## config.mk

```make
export PLATFORM = sky130hd
export DESIGN_NAME = wwd_top
export DESIGN_NICKNAME = d
export VERILOG_FILES = /design/src/inc/wwd_pkg.sv /design/src/wwd_tick.sv /design/src/wwd_top.sv
export SDC_FILE = /design/constraint.sdc
export NUM_CORES = 1
export LEC_CHECK = 0
export ABC_AREA = 1
export BUFFER_PORTS_ARGS = -buffer_cell sky130_fd_sc_hd__buf_2
export CORE_ASPECT_RATIO = 1.2
export CORE_MARGIN = 1.5
export CORE_UTILIZATION = 33
export CTS_BUF_LIST = sky130_fd_sc_hd__clkbuf_8
export DETAILED_ROUTE_END_ITERATION = 10
export GPL_ROUTABILITY_DRIVEN = 0
export GPL_TIMING_DRIVEN = 0
export RECOVER_POWER = 50
export SLEW_MARGIN = 30
export SYNTH_ARGS = -nofsm -noshare
export SYNTH_HDL_FRONTEND = slang
export SYNTH_SLANG_ARGS = --single-unit
```

## constraint.sdc

```tcl
create_clock -name clk_sys -period 2.4 [get_ports clk_sys]
set_input_delay 0.24 -clock clk_sys [delete_from_list [all_inputs] [get_ports clk_sys]]
set_output_delay 0.24 -clock clk_sys [all_outputs]
set_load 0.02 [all_outputs]
```

## src/inc/wwd_pkg.sv

```systemverilog
// Shared constants and types of the windowed watchdog.
`default_nettype none
package wwd_pkg;
  // ===========================================================================
  // Clock and time base
  localparam int unsigned CLK_PERIOD_NS = 25;
  localparam int unsigned TICK_TIME_NS = 1000000;
  localparam int unsigned TICK_CYC = TICK_TIME_NS / CLK_PERIOD_NS;
  localparam int unsigned CCP_OPEN_CYC = 4;
  // ===========================================================================
  // Timeout table
  localparam int unsigned MS_W = 14;
  localparam logic [MS_W-1:0] BASE_MS = 14'h0008;
  localparam logic [3:0] SEL_MAX = 4'hB;
  localparam logic [3:0] SEL_OFF = 4'h0;
  localparam logic [3:0] SEL_ONE = 4'h1;
  // ===========================================================================
  // Control A field layout
  localparam int unsigned CTRL_W = 8;
  localparam int unsigned PERIOD_LSB = 0;
  localparam int unsigned WINDOW_LSB = 4;
  localparam int unsigned SEL_W = 4;
  localparam logic [CTRL_W-1:0] CTRL_RESET = 8'h00;
  // ===========================================================================
  // Sequencer states
  typedef enum logic [1:0] {
    WWD_OFF = 2'b00,
    WWD_CLOSED = 2'b01,
    WWD_OPEN = 2'b10
  } wwd_state_t;
endpackage
`default_nettype wire

```

## src/wwd_tick.sv

```systemverilog
// Millisecond tick generator of the windowed watchdog.
`timescale 1ns/1ps
`default_nettype none
module wwd_tick #(
  parameter int unsigned TICK_CYCLES = wwd_pkg::TICK_CYC
) (
  input wire logic clk_sys,
  input wire logic rst_n,
  input wire logic clear,
  output logic tick
);
  localparam int unsigned CW = $clog2(TICK_CYCLES + 1);
  localparam logic [CW-1:0] LAST = CW'(TICK_CYCLES - 1);
  localparam logic [CW-1:0] ZERO = '0;
  localparam logic [CW-1:0] ONE = CW'(1);

  logic [CW-1:0] cnt_reg;
  logic tick_reg;

  // ===========================================================================
  // Prescaler
  // Clearing with the counter keeps the first millisecond of a period whole.
  always_ff @(posedge clk_sys or negedge rst_n) begin
    if (!rst_n) begin
      cnt_reg <= ZERO;
      tick_reg <= 1'b0;
    end else if (clear) begin
      cnt_reg <= ZERO;
      tick_reg <= 1'b0;
    end else if (cnt_reg == LAST) begin
      cnt_reg <= ZERO;
      tick_reg <= 1'b1;
    end else begin
      cnt_reg <= cnt_reg + ONE;
      tick_reg <= 1'b0;
    end
  end

  assign tick = tick_reg;
endmodule
`default_nettype wire

```

## src/wwd_top.sv

```systemverilog
// Windowed watchdog timer with protected configuration and debug halt handling.
`timescale 1ns/1ps
`default_nettype none
// Overview of operation
// - A non-zero period selection enables the watchdog; zero keeps it off.
// - A non-zero window selection adds a closed window before the open one.
// - Control A and lock writes only succeed after the protection unlock.
// - Control A takes its value from the boot fuse after reset.
// - Lock bit is set at boot when the fuse enables the watchdog.
// - No restart before the timeout elapses raises a system reset.
// - Each restart in the open window clears the counter and starts a fresh period.
// - Eleven timeout lengths from 8 ms up to 8 s.
// - Counting stops while the debugger halts the core.
// - A debug halt clears the counter to zero.
// - After a halt in window mode one normal timeout replaces the closed window.
module wwd_top #(
  parameter int unsigned TICK_CYCLES = wwd_pkg::TICK_CYC,
  parameter int unsigned CCP_CYCLES = wwd_pkg::CCP_OPEN_CYC
) (
  input wire logic clk_sys,
  input wire logic rst_b,
  input wire logic [wwd_pkg::CTRL_W-1:0] boot_watchdog_config_fuse,
  input wire logic config_change_protect,
  input wire logic ctrl_wr_en,
  input wire logic [wwd_pkg::CTRL_W-1:0] ctrl_wr_data,
  input wire logic lock_wr_en,
  input wire logic lock_wr_data,
  input wire logic watchdog_restart_instr,
  input wire logic core_halted,
  output logic [wwd_pkg::CTRL_W-1:0] control_a,
  output logic status_lock,
  output logic ccp_open,
  output logic wd_active,
  output logic wd_window_closed,
  output logic system_reset
);
  localparam int unsigned CCW = $clog2(CCP_CYCLES + 1);
  localparam logic [CCW-1:0] CCP_LOAD = CCW'(CCP_CYCLES);
  localparam logic [CCW-1:0] CCP_ZERO = '0;
  localparam logic [CCW-1:0] CCP_ONE = CCW'(1);
  localparam logic [wwd_pkg::MS_W-1:0] MS_ZERO = '0;
  localparam logic [wwd_pkg::MS_W-1:0] MS_ONE = wwd_pkg::MS_W'(1);

  // ===========================================================================
  // Timeout decode
  // Codes above the last step are reserved; they clamp to the longest period.
  function automatic logic [wwd_pkg::MS_W-1:0] sel_to_ms(input logic [wwd_pkg::SEL_W-1:0] sel);
    logic [wwd_pkg::SEL_W-1:0] s;
    s = (sel > wwd_pkg::SEL_MAX) ? wwd_pkg::SEL_MAX : sel;
    if (s == wwd_pkg::SEL_OFF) begin
      sel_to_ms = MS_ZERO;
    end else begin
      sel_to_ms = wwd_pkg::BASE_MS << (s - wwd_pkg::SEL_ONE);
    end
  endfunction

  function automatic logic [wwd_pkg::SEL_W-1:0] period_of(input logic [wwd_pkg::CTRL_W-1:0] c);
    period_of = c[wwd_pkg::PERIOD_LSB +: wwd_pkg::SEL_W];
  endfunction

  function automatic logic [wwd_pkg::SEL_W-1:0] window_of(input logic [wwd_pkg::CTRL_W-1:0] c);
    window_of = c[wwd_pkg::WINDOW_LSB +: wwd_pkg::SEL_W];
  endfunction

  // ===========================================================================
  // Reset release
  logic rst_sync1_reg;
  logic rst_sync2_reg;
  logic rst_n;

  always_ff @(posedge clk_sys or negedge rst_b) begin
    if (!rst_b) begin
      rst_sync1_reg <= 1'b0;
      rst_sync2_reg <= 1'b0;
    end else begin
      rst_sync1_reg <= 1'b1;
      rst_sync2_reg <= rst_sync1_reg;
    end
  end

  assign rst_n = rst_sync2_reg;

  // ===========================================================================
  // Configuration change protection
  logic [CCW-1:0] ccp_cnt_reg;
  logic ccp_open_reg;
  logic unlocked;

  assign unlocked = (ccp_cnt_reg != CCP_ZERO);

  always_ff @(posedge clk_sys or negedge rst_n) begin
    if (!rst_n) begin
      ccp_cnt_reg <= CCP_ZERO;
      ccp_open_reg <= 1'b0;
    end else if (config_change_protect) begin
      ccp_cnt_reg <= CCP_LOAD;
      ccp_open_reg <= 1'b1;
    end else if (unlocked) begin
      ccp_cnt_reg <= ccp_cnt_reg - CCP_ONE;
      ccp_open_reg <= (ccp_cnt_reg != CCP_ONE);
    end
  end

  // ===========================================================================
  // Control A and lock
  logic [wwd_pkg::CTRL_W-1:0] control_a_reg;
  logic lock_reg;
  logic boot_done_reg;

  // fuse load after release
  // The fuse is caught by a clocked load, since a reset value may not be a port.
  always_ff @(posedge clk_sys or negedge rst_n) begin
    if (!rst_n) begin
      control_a_reg <= wwd_pkg::CTRL_RESET;
      boot_done_reg <= 1'b0;
    end else if (!boot_done_reg) begin
      control_a_reg <= boot_watchdog_config_fuse;
      boot_done_reg <= 1'b1;
    end else if (ctrl_wr_en && unlocked && !lock_reg) begin
      control_a_reg <= ctrl_wr_data;
    end
  end

  // boot lock from fuse
  // Once set, the lock only falls with a reset, so a locked setup cannot be undone.
  always_ff @(posedge clk_sys or negedge rst_n) begin
    if (!rst_n) begin
      lock_reg <= 1'b0;
    end else if (!boot_done_reg) begin
      lock_reg <= (period_of(boot_watchdog_config_fuse) != wwd_pkg::SEL_OFF);
    end else if (lock_wr_en && lock_wr_data && unlocked) begin
      lock_reg <= 1'b1;
    end
  end

  // ===========================================================================
  // Timeout sequencer
  logic [wwd_pkg::SEL_W-1:0] period_sel;
  logic [wwd_pkg::SEL_W-1:0] window_sel;
  logic [wwd_pkg::MS_W-1:0] period_ms;
  logic [wwd_pkg::MS_W-1:0] window_ms;
  logic enabled;
  logic tick;
  logic tick_clear;
  wwd_pkg::wwd_state_t state_reg;
  wwd_pkg::wwd_state_t state_next;
  logic [wwd_pkg::MS_W-1:0] ms_reg;
  logic [wwd_pkg::MS_W-1:0] ms_next;
  logic fire;
  logic system_reset_reg;
  logic active_reg;
  logic closed_reg;

  assign period_sel = period_of(control_a_reg);
  assign window_sel = window_of(control_a_reg);
  assign period_ms = sel_to_ms(period_sel);
  assign window_ms = sel_to_ms(window_sel);
  assign enabled = boot_done_reg && (period_sel != wwd_pkg::SEL_OFF);

  always_comb begin
    state_next = state_reg;
    ms_next = ms_reg;
    fire = 1'b0;
    tick_clear = 1'b0;
    if (!enabled) begin
      state_next = wwd_pkg::WWD_OFF;
      ms_next = MS_ZERO;
      tick_clear = 1'b1;
    end else if (core_halted) begin
      state_next = wwd_pkg::WWD_OPEN;
      ms_next = MS_ZERO;
      tick_clear = 1'b1;
    end else begin
      case (state_reg)
        wwd_pkg::WWD_OFF: begin
          state_next = (window_sel != wwd_pkg::SEL_OFF) ? wwd_pkg::WWD_CLOSED : wwd_pkg::WWD_OPEN;
          ms_next = MS_ZERO;
          tick_clear = 1'b1;
        end
        wwd_pkg::WWD_CLOSED: begin
          if (watchdog_restart_instr) begin
            fire = 1'b1;
          end else if (window_sel == wwd_pkg::SEL_OFF) begin
            state_next = wwd_pkg::WWD_OPEN;
            ms_next = MS_ZERO;
            tick_clear = 1'b1;
          end else if (tick && (ms_reg + MS_ONE >= window_ms)) begin
            state_next = wwd_pkg::WWD_OPEN;
            ms_next = MS_ZERO;
          end else if (tick) begin
            ms_next = ms_reg + MS_ONE;
          end
        end
        wwd_pkg::WWD_OPEN: begin
          if (watchdog_restart_instr) begin
            state_next = (window_sel != wwd_pkg::SEL_OFF) ? wwd_pkg::WWD_CLOSED : wwd_pkg::WWD_OPEN;
            ms_next = MS_ZERO;
            tick_clear = 1'b1;
          end else if (tick && (ms_reg + MS_ONE >= period_ms)) begin
            fire = 1'b1;
          end else if (tick) begin
            ms_next = ms_reg + MS_ONE;
          end
        end
        default: begin
          state_next = wwd_pkg::WWD_OFF;
          ms_next = MS_ZERO;
        end
      endcase
    end
  end

  wwd_tick #(
    .TICK_CYCLES(TICK_CYCLES)
  ) u_tick (
    .clk_sys(clk_sys),
    .rst_n(rst_n),
    .clear(tick_clear),
    .tick(tick)
  );

  always_ff @(posedge clk_sys or negedge rst_n) begin
    if (!rst_n) begin
      state_reg <= wwd_pkg::WWD_OFF;
      ms_reg <= MS_ZERO;
      active_reg <= 1'b0;
      closed_reg <= 1'b0;
    end else begin
      state_reg <= state_next;
      ms_reg <= ms_next;
      active_reg <= (state_next != wwd_pkg::WWD_OFF);
      closed_reg <= (state_next == wwd_pkg::WWD_CLOSED);
    end
  end

  // reset request held
  // The request stays high until the system reset comes back through rst_b.
  always_ff @(posedge clk_sys or negedge rst_n) begin
    if (!rst_n) begin
      system_reset_reg <= 1'b0;
    end else if (fire) begin
      system_reset_reg <= 1'b1;
    end
  end

  // ===========================================================================
  // Outputs
  assign control_a = control_a_reg;
  assign status_lock = lock_reg;
  assign ccp_open = ccp_open_reg;
  assign wd_active = active_reg;
  assign wd_window_closed = closed_reg;
  assign system_reset = system_reset_reg;
endmodule
`default_nettype wire

```

; Word level (Yosys, flattened, before mapping)
; Cells that the tools add are included.
[totals]
ff_bits = 52
word_cells = 97
inputBits = 24
[op_classes]
mux = 44
n_eq_ne = 9
n_shift = 2
add_sub_neg = 5
magnitude_cmp = 4
reduce_logical = 19
[op_table]
columns = cell, count
row1 = 14-bit 2-to-1 mux, 10
row2 = 16-bit 2-to-1 mux, 2
row3 = 14-bit >= comparator, 2
row4 = 14-bit one-hot mux with 2 select lines, 1
row5 = "4-bit by 4-bit << shifter with 14-bit output, first input constant", 2
row6 = "16-bit by 1-bit adder with 16-bit output, second input constant", 1
row7 = "16-bit equality test, second input constant", 1
row8 = 8-bit 2-to-1 mux, 2
row9 = 1-bit 2-to-1 mux, 15
row10 = "14-bit by 1-bit adder with 14-bit output, second input constant", 1
row11 = 2-bit 2-to-1 mux, 7
row12 = 4-bit zero test, 3
row13 = 4-bit nonzero test, 3
row14 = "4-bit greater-than comparator, second input constant", 2
row15 = 4-bit 2-to-1 mux, 2
row16 = "4-bit by 1-bit subtractor with 4-bit output, second input constant", 2
row17 = 1-bit logical AND, 7
row18 = 3-bit 2-to-1 mux, 2
row19 = 2-bit one-hot mux with 3 select lines, 1
row20 = "5-bit != test, second input constant", 1
row21 = "2-bit by 1-bit equality test with 1-bit output, second input constant", 2
row22 = "2-bit by 1-bit != test with 1-bit output, second input constant", 2
row23 = "4-bit != test, second input constant", 1
row24 = 2-bit nonzero test, 2
row25 = other kinds (9), 9

; Depth between registers and ports, before layout
; Gate-level depths: netlist (run 1).
[logic_depth]
ltp_word = 14
depth_mapped = 24
depth_no_buf = 23

; By module
; From an unflattened synthesis (run 1), not the netlist that was laid out.
[hier_totals]
cells_unflattened = 525
hier_area_um2 = 3792.4
[by_module_without_submodules]
columns = mod, seq_area_each_um2, area_each_um2, n_inst, cells_each
row1 = wwd_top, 875.8, 2849.0, 1, 406
row2 = wwd_tick, 425.4, 943.4, 1, 119

; Worst setup path before layout (run 1)
; Ideal clock, no wire load.
[synth_timing]
kind = reg2reg
start = register ms_reg[0] (netlist name)
end = register ms_reg[1] (netlist name)
synth_period_minus_slack_ns = 2.599
t_required_ns = 2.323
arrival_time_ns = 2.522
setup_time_ns = 0.077
path_slack_ns = -0.199
stages_incl_launch_ff = 19
path_buffers = 1
cell_sequence = dfrtp_1 -> ha_1 -> nand3_1 -> o41ai_1 -> nand2_1 -> inv_1 -> ha_1 -> nand2_1 -> inv_1 -> nand2_1 -> nand2_1 -> a21oi_1 -> nand2_1 -> nand2_1 -> nand2_1 -> o21ai_2 -> buf_2 -> nand2_1 -> a21oi_1
[synth_via]
elab_chain_cells = 9
elab_cells_between_ends = 16
classes_between = add/sub (1) / order compare (2) / eq/ne (1) / mux (9) / reduce/logical (3)
[synth_rtl]
columns = item, line
row1 = start: declaration, wwd_top.sv:147  ; logic [wwd_pkg::MS_W-1:0] ms_reg;
row2 = start signal: assignment, wwd_top.sv:230  ; ms_reg <= ms_next;
row3 = 14-bit by 1-bit adder with 14-bit output *, -
row4 = 14-bit >= comparator, wwd_top.sv:187  ; end else if (tick && (ms_reg + MS_ONE >= window_ms)) begin
row5 = 1-bit logical AND, wwd_top.sv:187
row6 = 14-bit 2-to-1 mux, wwd_top.sv:187
row7 = 14-bit 2-to-1 mux, wwd_top.sv:183  ; end else if (window_sel == wwd_pkg::SEL_OFF) begin
row8 = 14-bit 2-to-1 mux, wwd_top.sv:181  ; if (watchdog_restart_instr) begin
row9 = 14-bit one-hot mux with 2 select lines, wwd_top.sv:174  ; case (state_reg)
row10 = 14-bit 2-to-1 mux, wwd_top.sv:169  ; end else if (core_halted) begin
row11 = 14-bit 2-to-1 mux, wwd_top.sv:165  ; if (!enabled) begin
; Every way passes the cells marked *; elsewhere a longest branch is shown, timed or not. The select of a mux whose other input is x is not followed.
; A chain may end at the register's enable or synchronous reset.

; Worst setup path in the final report (run 1)
[layout_timing]
start = register ms_reg[1] (netlist name)
end = register ms_reg[1] (netlist name)
[layout_via]
elab_chain_cells = 9
elab_cells_between_ends = 16
classes_between = add/sub (1) / order compare (2) / eq/ne (1) / mux (9) / reduce/logical (3)
[layout_rtl]
columns = item, line
row1 = 14-bit by 1-bit adder with 14-bit output, -
row2 = 14-bit >= comparator, wwd_top.sv:187
row3 = 1-bit logical AND, wwd_top.sv:187
row4 = 14-bit 2-to-1 mux, wwd_top.sv:187
row5 = 14-bit 2-to-1 mux, wwd_top.sv:183
row6 = 14-bit 2-to-1 mux, wwd_top.sv:181
row7 = 14-bit one-hot mux with 2 select lines, wwd_top.sv:174
row8 = 14-bit 2-to-1 mux, wwd_top.sv:169
row9 = 14-bit 2-to-1 mux, wwd_top.sv:165
; Several ways; a longest one is shown, not always the timed one. The select of a mux whose other input is x is not followed.

==> results of run 1 <==
how the worst min path moves through the flow:
stage	slack (ns)	to	depth (start not counted)	startpoint
after floorplan	-0.06	rst_n$_DFF_PN0_	0	rst_b
after global placement	0.03	rst_sync1_reg$_DFF_PN0_	1	rst_b
after detailed placement	0.03	rst_sync1_reg$_DFF_PN0_	1	rst_b
after CTS	0.15	status_lock$_DFFE_PN0P_	3	boot_watchdog_config_fuse[1]
after global routing	0.16	status_lock$_DFFE_PN0P_	3	boot_watchdog_config_fuse[1]
final	0.16	status_lock$_DFFE_PN0P_	3	boot_watchdog_config_fuse[1]
kinds of logic (layout without fill, tap and decap cells):
group	count (synthesis)	after routing
and+or+nand+nor	258	258
buffers and inverters	82	183
AOI/OAI and AO/OA	71	71
DFF	52	52
adders and majority gates	32	32
xor gates and xnor gates	13	13
other	1	2
repair_timing:
item,CTS,global route
hold endpoints to repair,2,0
pin swaps,19,35
setup buffers,43,10
gates resized for setup,42,51
setup endpoints to repair,19,19
cloned,2,0
hold buffers,1,0
layer usage:
metal  vias to the layer above  wire length [um]  GRT usage
met5                         -                 0          0
met4                         0               325    0.08803
met3                        30               414    0.02817
met2                        85              5300     0.2932
met1                      1742              4053     0.1928
li1                       1853                 -          -
worst min-delay path, delay by kind of cell:
family	cells	cell delay (ns)
buffers and inverters	2	0.14
AOI/OAI and AO/OA	1	0.07
layout make-up:
type	count	area (um2)
Clock inverter	3	33.78
Clock buffer	5	68.82
Timing Repair Buffer	93	640.6
Fill cell	1013	5939
Multi-Input combinational cell	376	2479
Sequential cell	52	1304
Tap cell	132	165.2
Buffer	8	70.07
Inverter	74	282.8
metrics by stage:
step	instance area, um2	total power [uW]
floorplan	3747	1305
global placement	4093	1424
detailed placement	4116	1448
CTS	4745	2032
global route	5044	2168
finish	5044	2038
power by group through the flow:
stage / combinational, uW / clock [uW] / sequential [uW]
after CTS: 472 / 572 / 988
after global placement: 409 / 0 / 1010
after detailed placement: 442 / 0 / 1010
final: 499 / 552 / 986
after global routing: 567 / 604 / 997
after floorplan: 269 / 0 / 1040
layout by cell type (no fill, tap or decap), drive strengths merged, types with 7 or more instances in the layout:
cell / synthesis / routed
o21ai: 27 / 27
dfrtp: 52 / 52
nand4: 9 / 9
xor2: 11 / 11
inv: 74 / 75
buf: 4 / 94
ha: 32 / 32
nor3: 13 / 13
nand2: 130 / 130
clkbuf: 4 / 11
a31oi: 7 / 7
nor2: 63 / 63
a21oi: 27 / 27
nand3: 37 / 37
cells in the mapped netlist, types with 2 or more instances:
cell and instances:
sky130_fd_sc_hd__a211oi_1 2, sky130_fd_sc_hd__a21oi_1 27, sky130_fd_sc_hd__a31oi_1 7, sky130_fd_sc_hd__buf_2 3, sky130_fd_sc_hd__clkbuf_1 4, sky130_fd_sc_hd__dfrtp_1 52, sky130_fd_sc_hd__ha_1 32, sky130_fd_sc_hd__inv_1 71
sky130_fd_sc_hd__inv_2 2, sky130_fd_sc_hd__nand2_1 127, sky130_fd_sc_hd__nand2_2 2, sky130_fd_sc_hd__nand3_1 35, sky130_fd_sc_hd__nand3_2 2, sky130_fd_sc_hd__nand3b_1 2, sky130_fd_sc_hd__nand4_1 9, sky130_fd_sc_hd__nor2_1 57
sky130_fd_sc_hd__nor2_2 4, sky130_fd_sc_hd__nor3_1 9, sky130_fd_sc_hd__nor3_2 3, sky130_fd_sc_hd__o21a_1 2, sky130_fd_sc_hd__o21ai_0 22, sky130_fd_sc_hd__o21ai_1 3, sky130_fd_sc_hd__o21ai_2 2, sky130_fd_sc_hd__or2_0 2
sky130_fd_sc_hd__xnor2_1 2, sky130_fd_sc_hd__xor2_1 11
==> results.md, run 1 <==
- Total gr overflow: 0
- Top cell family by delay on the critical path: compound AO/OA/AOI/OAI gates
- Inserted Clock Buffers: 5
- Total internal power: 1334 uW
- Initial detailed-routing violation count: between 200 and 300
- Worst slew margin: 0.2740
- TritonCTS clock tree: done
- EDFF count, synth: 0
- Horizontal die dimension: 99.53 um
- Floorplan die area: 11,830 um2
- Combinational family with the most area after synthesis: simple AND/OR/NAND/NOR gates
- Max-cap viol count: 0
- Path length in cells of the critical path: 19
- Clk pwr share: 0.271
- Ys async rst share: 1.000
- Switching pwr: 703.4 uW
- Count of pins over their slew limit: 0
- Clock root buffer: sky130_fd_sc_hd__clkbuf_8
- Area growth, synth to finish: 36.69%
- Post-synthesis instance total: slightly above 500
- Initial Util: 0.3360
- Master of the slowest instance on the critical path: sky130_fd_sc_hd__dfrtp_2
- CP endpoint kind: flip-flop
- Via/cell ratio: 4.993
- Final hold vios: 0
- Row Count: 42
- Worst path max stage delay: 0.43 ns
- FF-to-FF path depth: 19
- Sequential power share: 0.484
- Crit. Startpoint: ms_reg[1]$_DFFE_PN0P_
- Series of cell instances along the critical path: buf_6 > ha_4 > nand3_4 > o41ai_4 > nand2_2 > inv_2 > ha_4 > nand2_4 > inv_1 > nand2_1 > nand2_1 > a21oi_1 > nand2_1 > nand2_1 > nand2_2 > o21ai_4 > buf_6 > nand2_2 > a21oi_2
- ANT nets after route: 0
- Portion of the post-synthesis area used by sequential elements: 0.3527
- Largest cells by area after synthesis: sky130_fd_sc_hd__dfrtp_1 35%, sky130_fd_sc_hd__nand2_1 13%, sky130_fd_sc_hd__ha_1 11%
- Flip-flop and latch count after synthesis: 52
- Worst-case setup margin in the final layout: -0.4420 ns
- Status: finished, violations left
- Clk pin slew, worst setup/hold paths: about 0.11 ns
- Clock Skews: between 0.01 and 0.015 ns
- Floorplan Core Area: 10,980 um2
- Summed negative setup slack over all endpoints: -7.090 ns
- # clock sinks: 52
- Overall routed net length: 10,090 um
- Number of global-route vias before repair: 3,654
- Worst slack, placed: -0.5339 ns
- Top flip-flop cell by instance count after synthesis: sky130_fd_sc_hd__dfrtp_1
- Post-layout util: 0.4592
- Category of the critical setup timing path: flip-flop to flip-flop
- Tightest Pin Transition: ~1.1 ns
- Pre-Repair DR Iteration Count: 6
- Required time reported for the critical path endpoint: 2.66 ns
- FF-to-FF setup slack: -0.44 ns
- Post-synthesis mux area share: 0
- Detailed placer's ending HPWL: 6598 um
- Leakage power: 0.002469 uW
- Complex-gate fraction of the synthesized area: 0.1089
- Startpoint type of the worst setup path: flip-flop
- Final critical path time including I/O delays and setup: 2.842 ns
- Adder-cell area share of the yosys netlist: 0.1085
- Reg2reg start: ms_reg[1]$_DFFE_PN0P_
- Xor and xnor area share after synthesis: 0.03086
- Count of antenna diodes in the layout: 0
- Skew-Pair Late Insertion Delay: 0.32 ns
- Worst min-delay path category: primary input to flip-flop
- Cell area after synthesis: 3690 um2
- Top-level port count: 37
- Critical path data arrival time: 3.10 ns
- Antenna violations before repair: 0
- Share of post-route cells with drive strength above 1: 0.3093
- Final-layout worst hold slack: 0.1632 ns
- # nets final: 666
- Simple-Gate Fraction of Synth Area: 0.3130
- Average routed wire per standard cell: 13.59 um
- Highest achievable clock rate: 0.3519 GHz
- Share of total power in combinational logic: 0.245
- Switching portion of total power: 0.3452
- Crit path capture: ms_reg[1]$_DFFE_PN0P_
- H-tree level count: 2
- Number of warning messages in the yosys log: 0
- Fraction of synthesized cell area taken by the top area cell type: 0.3527
- Final Non-Filler Cells: 743
- Share of the clock period used by the worst path after layout: 1.184
- Failing checks: setup timing
- Pin count of the biggest net entering global routing: 43
- Total number of vias: 3,710
- Mean post-synth cell area: 7.249 um2
- Global-route total usage across every layer: 0.1671
- WP buf/inv: 4
- Cell seen most often among critical-path stages: sky130_fd_sc_hd__nand2_1
- Die Height: 118.8 um
- First-pass GRT wire length: 16,000 um
- Total instance count after detailed placement: between 600 and 700
- Largest area contributor in the netlist: sky130_fd_sc_hd__dfrtp_1
- Cell variety after synth: ~40
- Number of failing setup endpoints in the final timing report: 19
- Number of buffers between clock root and the deepest sink: 2
- Buffers on Ports: 36
- Max reg flops: 16
- Worst VDD drop: 0.3438 mV
- DR DRC count: 0
- Power per Cell Area: 404.0 nW/um2
- Setup repair after global routing missed its margin: true
- Endpoint of the most critical register-to-register path: ms_reg[1]$_DFFE_PN0P_
- Largest driver fanout on the critical path: 5
Power figures use the tool's default switching activity.
==> run 2: changes to the inputs <==
--- a/config.mk
+++ b/config.mk
@@ -6,7 +6,7 @@
 export NUM_CORES = 1
 export LEC_CHECK = 0
 export ABC_AREA = 1
-export BUFFER_PORTS_ARGS = -buffer_cell sky130_fd_sc_hd__buf_2
+export BUFFER_PORTS_ARGS = -buffer_cell sky130_fd_sc_hd__buf_4
 export CORE_ASPECT_RATIO = 1.2
 export CORE_MARGIN = 1.5
 export CORE_UTILIZATION = 33
==> run 2 against run 1 <==
The run still ends with setup timing left. Total power rose by 1.0%. Highest routed layer unchanged. Largest cell class unchanged. Combinational power up 4.2%. Utilization is 1.3 points lower.
==> results.md, run 2 (same netlist as run 1, synthesis figures left out) <==
- Status: finished, violations left
- Failing checks: setup timing
- TritonCTS clock tree: done
- Average routed wire per standard cell: 13.18 um (-3.0%)
- Most used routing layer: met2
- Worst min-delay path category: flip-flop to async pin
- Share of the clock period used by the worst path after layout: 1.163 (-0.02109)
- Overall routed net length: 9505 um (-5.8%)
- Area growth, synth to finish: 32.82%
- Post-layout util: 0.4462 (-0.01299)
- Worst slew margin: 0.2529 (-0.02109)
- Top-level port count: 37 (unchanged)
- Met3 track demand over resource: 0.02406 (-0.004108)
- Switching portion of total power: 0.3428 (-0.002422)
- Share of total power in combinational logic: 0.252 (+0.007)
- Number of failing setup endpoints in the final timing report: 19 (unchanged)
- Initial Util: 0.3360 (unchanged)
- Pin count of the biggest net entering global routing: 46 (+7.0%)
- Floorplan Core Area: 10,980 um2 (unchanged)
- Most common cell after layout, fill and taps aside: sky130_fd_sc_hd__nand2_1
- Max-cap viol count: 0 (unchanged)
- Global-route total usage across every layer: 0.1607 (-0.006421)
- CP endpoint kind: flip-flop
- Horizontal die dimension: 99.53 um (unchanged)
- Number of global-route vias before repair: 3,529 (-3.4%)
- Critical path data arrival time: 3.05 ns (-0.05 ns)
- ANT nets after route: 0 (unchanged)
- Inserted Clock Buffers: 5 (unchanged)
- Die Height: 118.8 um (unchanged)
- Tightest Pin Transition: 1.121 ns (+0.03164 ns)
- Worst VDD drop: 0.3418 mV (-0.58%)
- Row Count: 42 (unchanged)
- Area after DPL: 4214 um2 (+2.4%)
- Required time reported for the critical path endpoint: 2.66 ns (about the same)
- Skew-Pair Late Insertion Delay: 0.32 ns (about the same)
- Floorplan die area: 11,830 um2 (unchanged)
- Leakage power: 0.002395 uW (-3.0%)
- Total instance count after detailed placement: 679 (unchanged)
- Switching pwr: 705.6 uW (+0.33%)
- Number of fill cells: 1,042 (+2.9%)
- Met2 Track Usage GR: 0.3018 (+0.008562)
- Clock Skews: 0.01435 ns (+0.002707 ns)
- DR DRC count: 0 (unchanged)
- Buffers on Ports: 36 (unchanged)
- Total number of vias: 3,562 (-4.0%)
- Worst-case setup margin in the final layout: -0.3914 ns (+0.05062 ns)
- Global Route met1 Usage: 0.1831 (-0.009703)
- Count of pins over their slew limit: 0 (unchanged)
- Power per Cell Area: 420.1 nW/um2 (+4.0%)
- Clock root buffer: sky130_fd_sc_hd__clkbuf_8
- Via/cell ratio: 4.940 (-1.1%)
- Antenna violations before repair: 0 (unchanged)
- # clock sinks: 52 (unchanged)
- Total internal power: 1353 uW (+1.4%)
- Detailed placer's ending HPWL: 6728 um (+2.0%)
- Area used by multi-input combinational logic: 2411 um2 (-2.7%)
- H-tree level count: 2 (unchanged)
- Max reg flops: 16 (unchanged)
- Clk pin slew, worst setup/hold paths: 0.11 ns (about the same)
- Share of post-route cells with drive strength above 1: 0.2801 (-0.02919)
- Total gr overflow: 0 (unchanged)
- Final critical path time including I/O delays and setup: 2.791 ns (-0.05062 ns)
- Setup repair after global routing missed its margin: true
- Leading cell types in the layout, fill and taps excluded: 108 x sky130_fd_sc_hd__nand2_1, 62 x sky130_fd_sc_hd__inv_1, 60 x sky130_fd_sc_hd__buf_4
- Highest achievable clock rate: 0.3582 GHz (+1.8%)
- Initial detailed-routing violation count: 206 (-31%)
- Final hold vios: 0 (unchanged)
- Count of antenna diodes in the layout: 0 (unchanged)
- Post-route cell area: 4901 um2 (-2.8%)
- Sequential power share: 0.479 (-0.005)
- Clk pwr share: 0.269 (-0.002)
- Sequential cell area: 1305 um2 (about the same)
- Startpoint type of the worst setup path: flip-flop
- Pre-Repair DR Iteration Count: 4 (-2)
- Number of buffers between clock root and the deepest sink: 2 (unchanged)
- Largest driver fanout on the critical path: 4 (-1)
- Final Non-Filler Cells: 721 (-3.0%)
- First-pass GRT wire length: 15,490 um (-3.2%)
- # nets final: 644 (-3.3%)
- Category of the critical setup timing path: flip-flop to flip-flop
- Final-layout worst hold slack: 0.09364 ns (-0.06952 ns)
==> run 2: changes by cell type in the layout (fill, tap and decap cells not counted), moves of 2 or more <==
cell	before	now
sky130_fd_sc_hd__ha_1	21	25
sky130_fd_sc_hd__buf_2	35	0
sky130_fd_sc_hd__buf_8	0	2
sky130_fd_sc_hd__nor3_2	5	3
sky130_fd_sc_hd__a21oi_1	23	20
sky130_fd_sc_hd__buf_4	47	60
sky130_fd_sc_hd__ha_4	11	7
sky130_fd_sc_hd__a21oi_2	4	7
sky130_fd_sc_hd__inv_2	9	11
sky130_fd_sc_hd__buf_6	11	8
==> run 2: cell type report <==
cell class,instances,area share
multi-input cells,376,0.4920
clock inverters,3,0.006893
well taps,132,0.03370
inverters,74,0.05719
plain buffers,8,0.01302
flip-flops and latches,52,0.2663
repair buffers,71,0.1169
clock buffers,5,0.01404
==> run 2: worst paths after layout <==
check | from | to | slack [ns] | depth (start not counted)
max | ms_reg[3]$_DFFE_PN0P_ | ms_reg[6]$_DFFE_PN0P_ | -0.39 | 20
min | rst_n$_DFF_PN0_ | status_lock$_DFFE_PN0P_ | 0.09 | 0
max reg2reg | ms_reg[3]$_DFFE_PN0P_ | ms_reg[6]$_DFFE_PN0P_ | -0.39 | 20
min reg2reg | rst_n$_DFF_PN0_ | status_lock$_DFFE_PN0P_ | 0.09 | 0
max in group asynchronous | rst_n$_DFF_PN0_ | ms_reg[0]$_DFFE_PN0P_ | 0.87 | 1
min in group clk_sys | boot_watchdog_config_fuse[1] | status_lock$_DFFE_PN0P_ | 0.15 | 3
==> run 2: per-layer routing <==
metal | wire [um] | up-vias
li1 | - | 1803
met1 | 3963 | 1670
met2 | 5005 | 68
met3 | 314 | 21
met4 | 221 | 0
met5 | 0 | -
==> run 2: through the flow <==
| stage | TNS, ns | power, uW | worst slack [ns] |
|---|---|---|---|
| after floorplan | -0.2887 | 1305 | -0.04649 |
| after global placement | -7.510 | 1452 | -0.4640 |
| after detailed placement | -8.554 | 1476 | -0.5312 |
| after CTS | -6.063 | 2070 | -0.3419 |
| after global routing | -9.327 | 2192 | -0.5412 |
| final | -6.576 | 2059 | -0.3914 |
==> run 2: critical path, cell delays in order, from the launching register on <==
cell and delay (ns):
sky130_fd_sc_hd__dfrtp_1 0.42, sky130_fd_sc_hd__buf_4 0.14, sky130_fd_sc_hd__buf_4 0.09, sky130_fd_sc_hd__buf_4 0.10, sky130_fd_sc_hd__nand3_2 0.11, sky130_fd_sc_hd__o41ai_2 0.21
sky130_fd_sc_hd__nand2_1 0.14, sky130_fd_sc_hd__inv_2 0.09, sky130_fd_sc_hd__ha_1 0.26, sky130_fd_sc_hd__nand2_4 0.09, sky130_fd_sc_hd__inv_2 0.03, sky130_fd_sc_hd__nand2_1 0.05
sky130_fd_sc_hd__nand2_1 0.06, sky130_fd_sc_hd__a21oi_2 0.10, sky130_fd_sc_hd__nand2_1 0.09, sky130_fd_sc_hd__nand2_2 0.09, sky130_fd_sc_hd__nand2_4 0.06, sky130_fd_sc_hd__o21ai_4 0.23
sky130_fd_sc_hd__buf_6 0.16, sky130_fd_sc_hd__nand2_1 0.06, sky130_fd_sc_hd__a21oi_2 0.11
==> run 2: timing repair <==
item / in CTS / in global routing
setup endpoints to repair: 19 / 19
resized for setup: 38 / 51
gates cloned: 2 / 1
endpoints found under the hold margin: 2 / 0
pin swaps: 23 / 29
setup buffers: 16 / 14
hold buffers: 1 / 0
==> run 2: power groups by stage <==
stage          clock network (uW)  registers, uW  logic [uW]
2_1_floorplan                   0           1040         269
3_3_place_gp                    0           1020         436
3_5_place_dp                    0           1010         471
4_1_cts                       576            989         505
5_1_grt                       606            997         589
6_report                      554            985         520
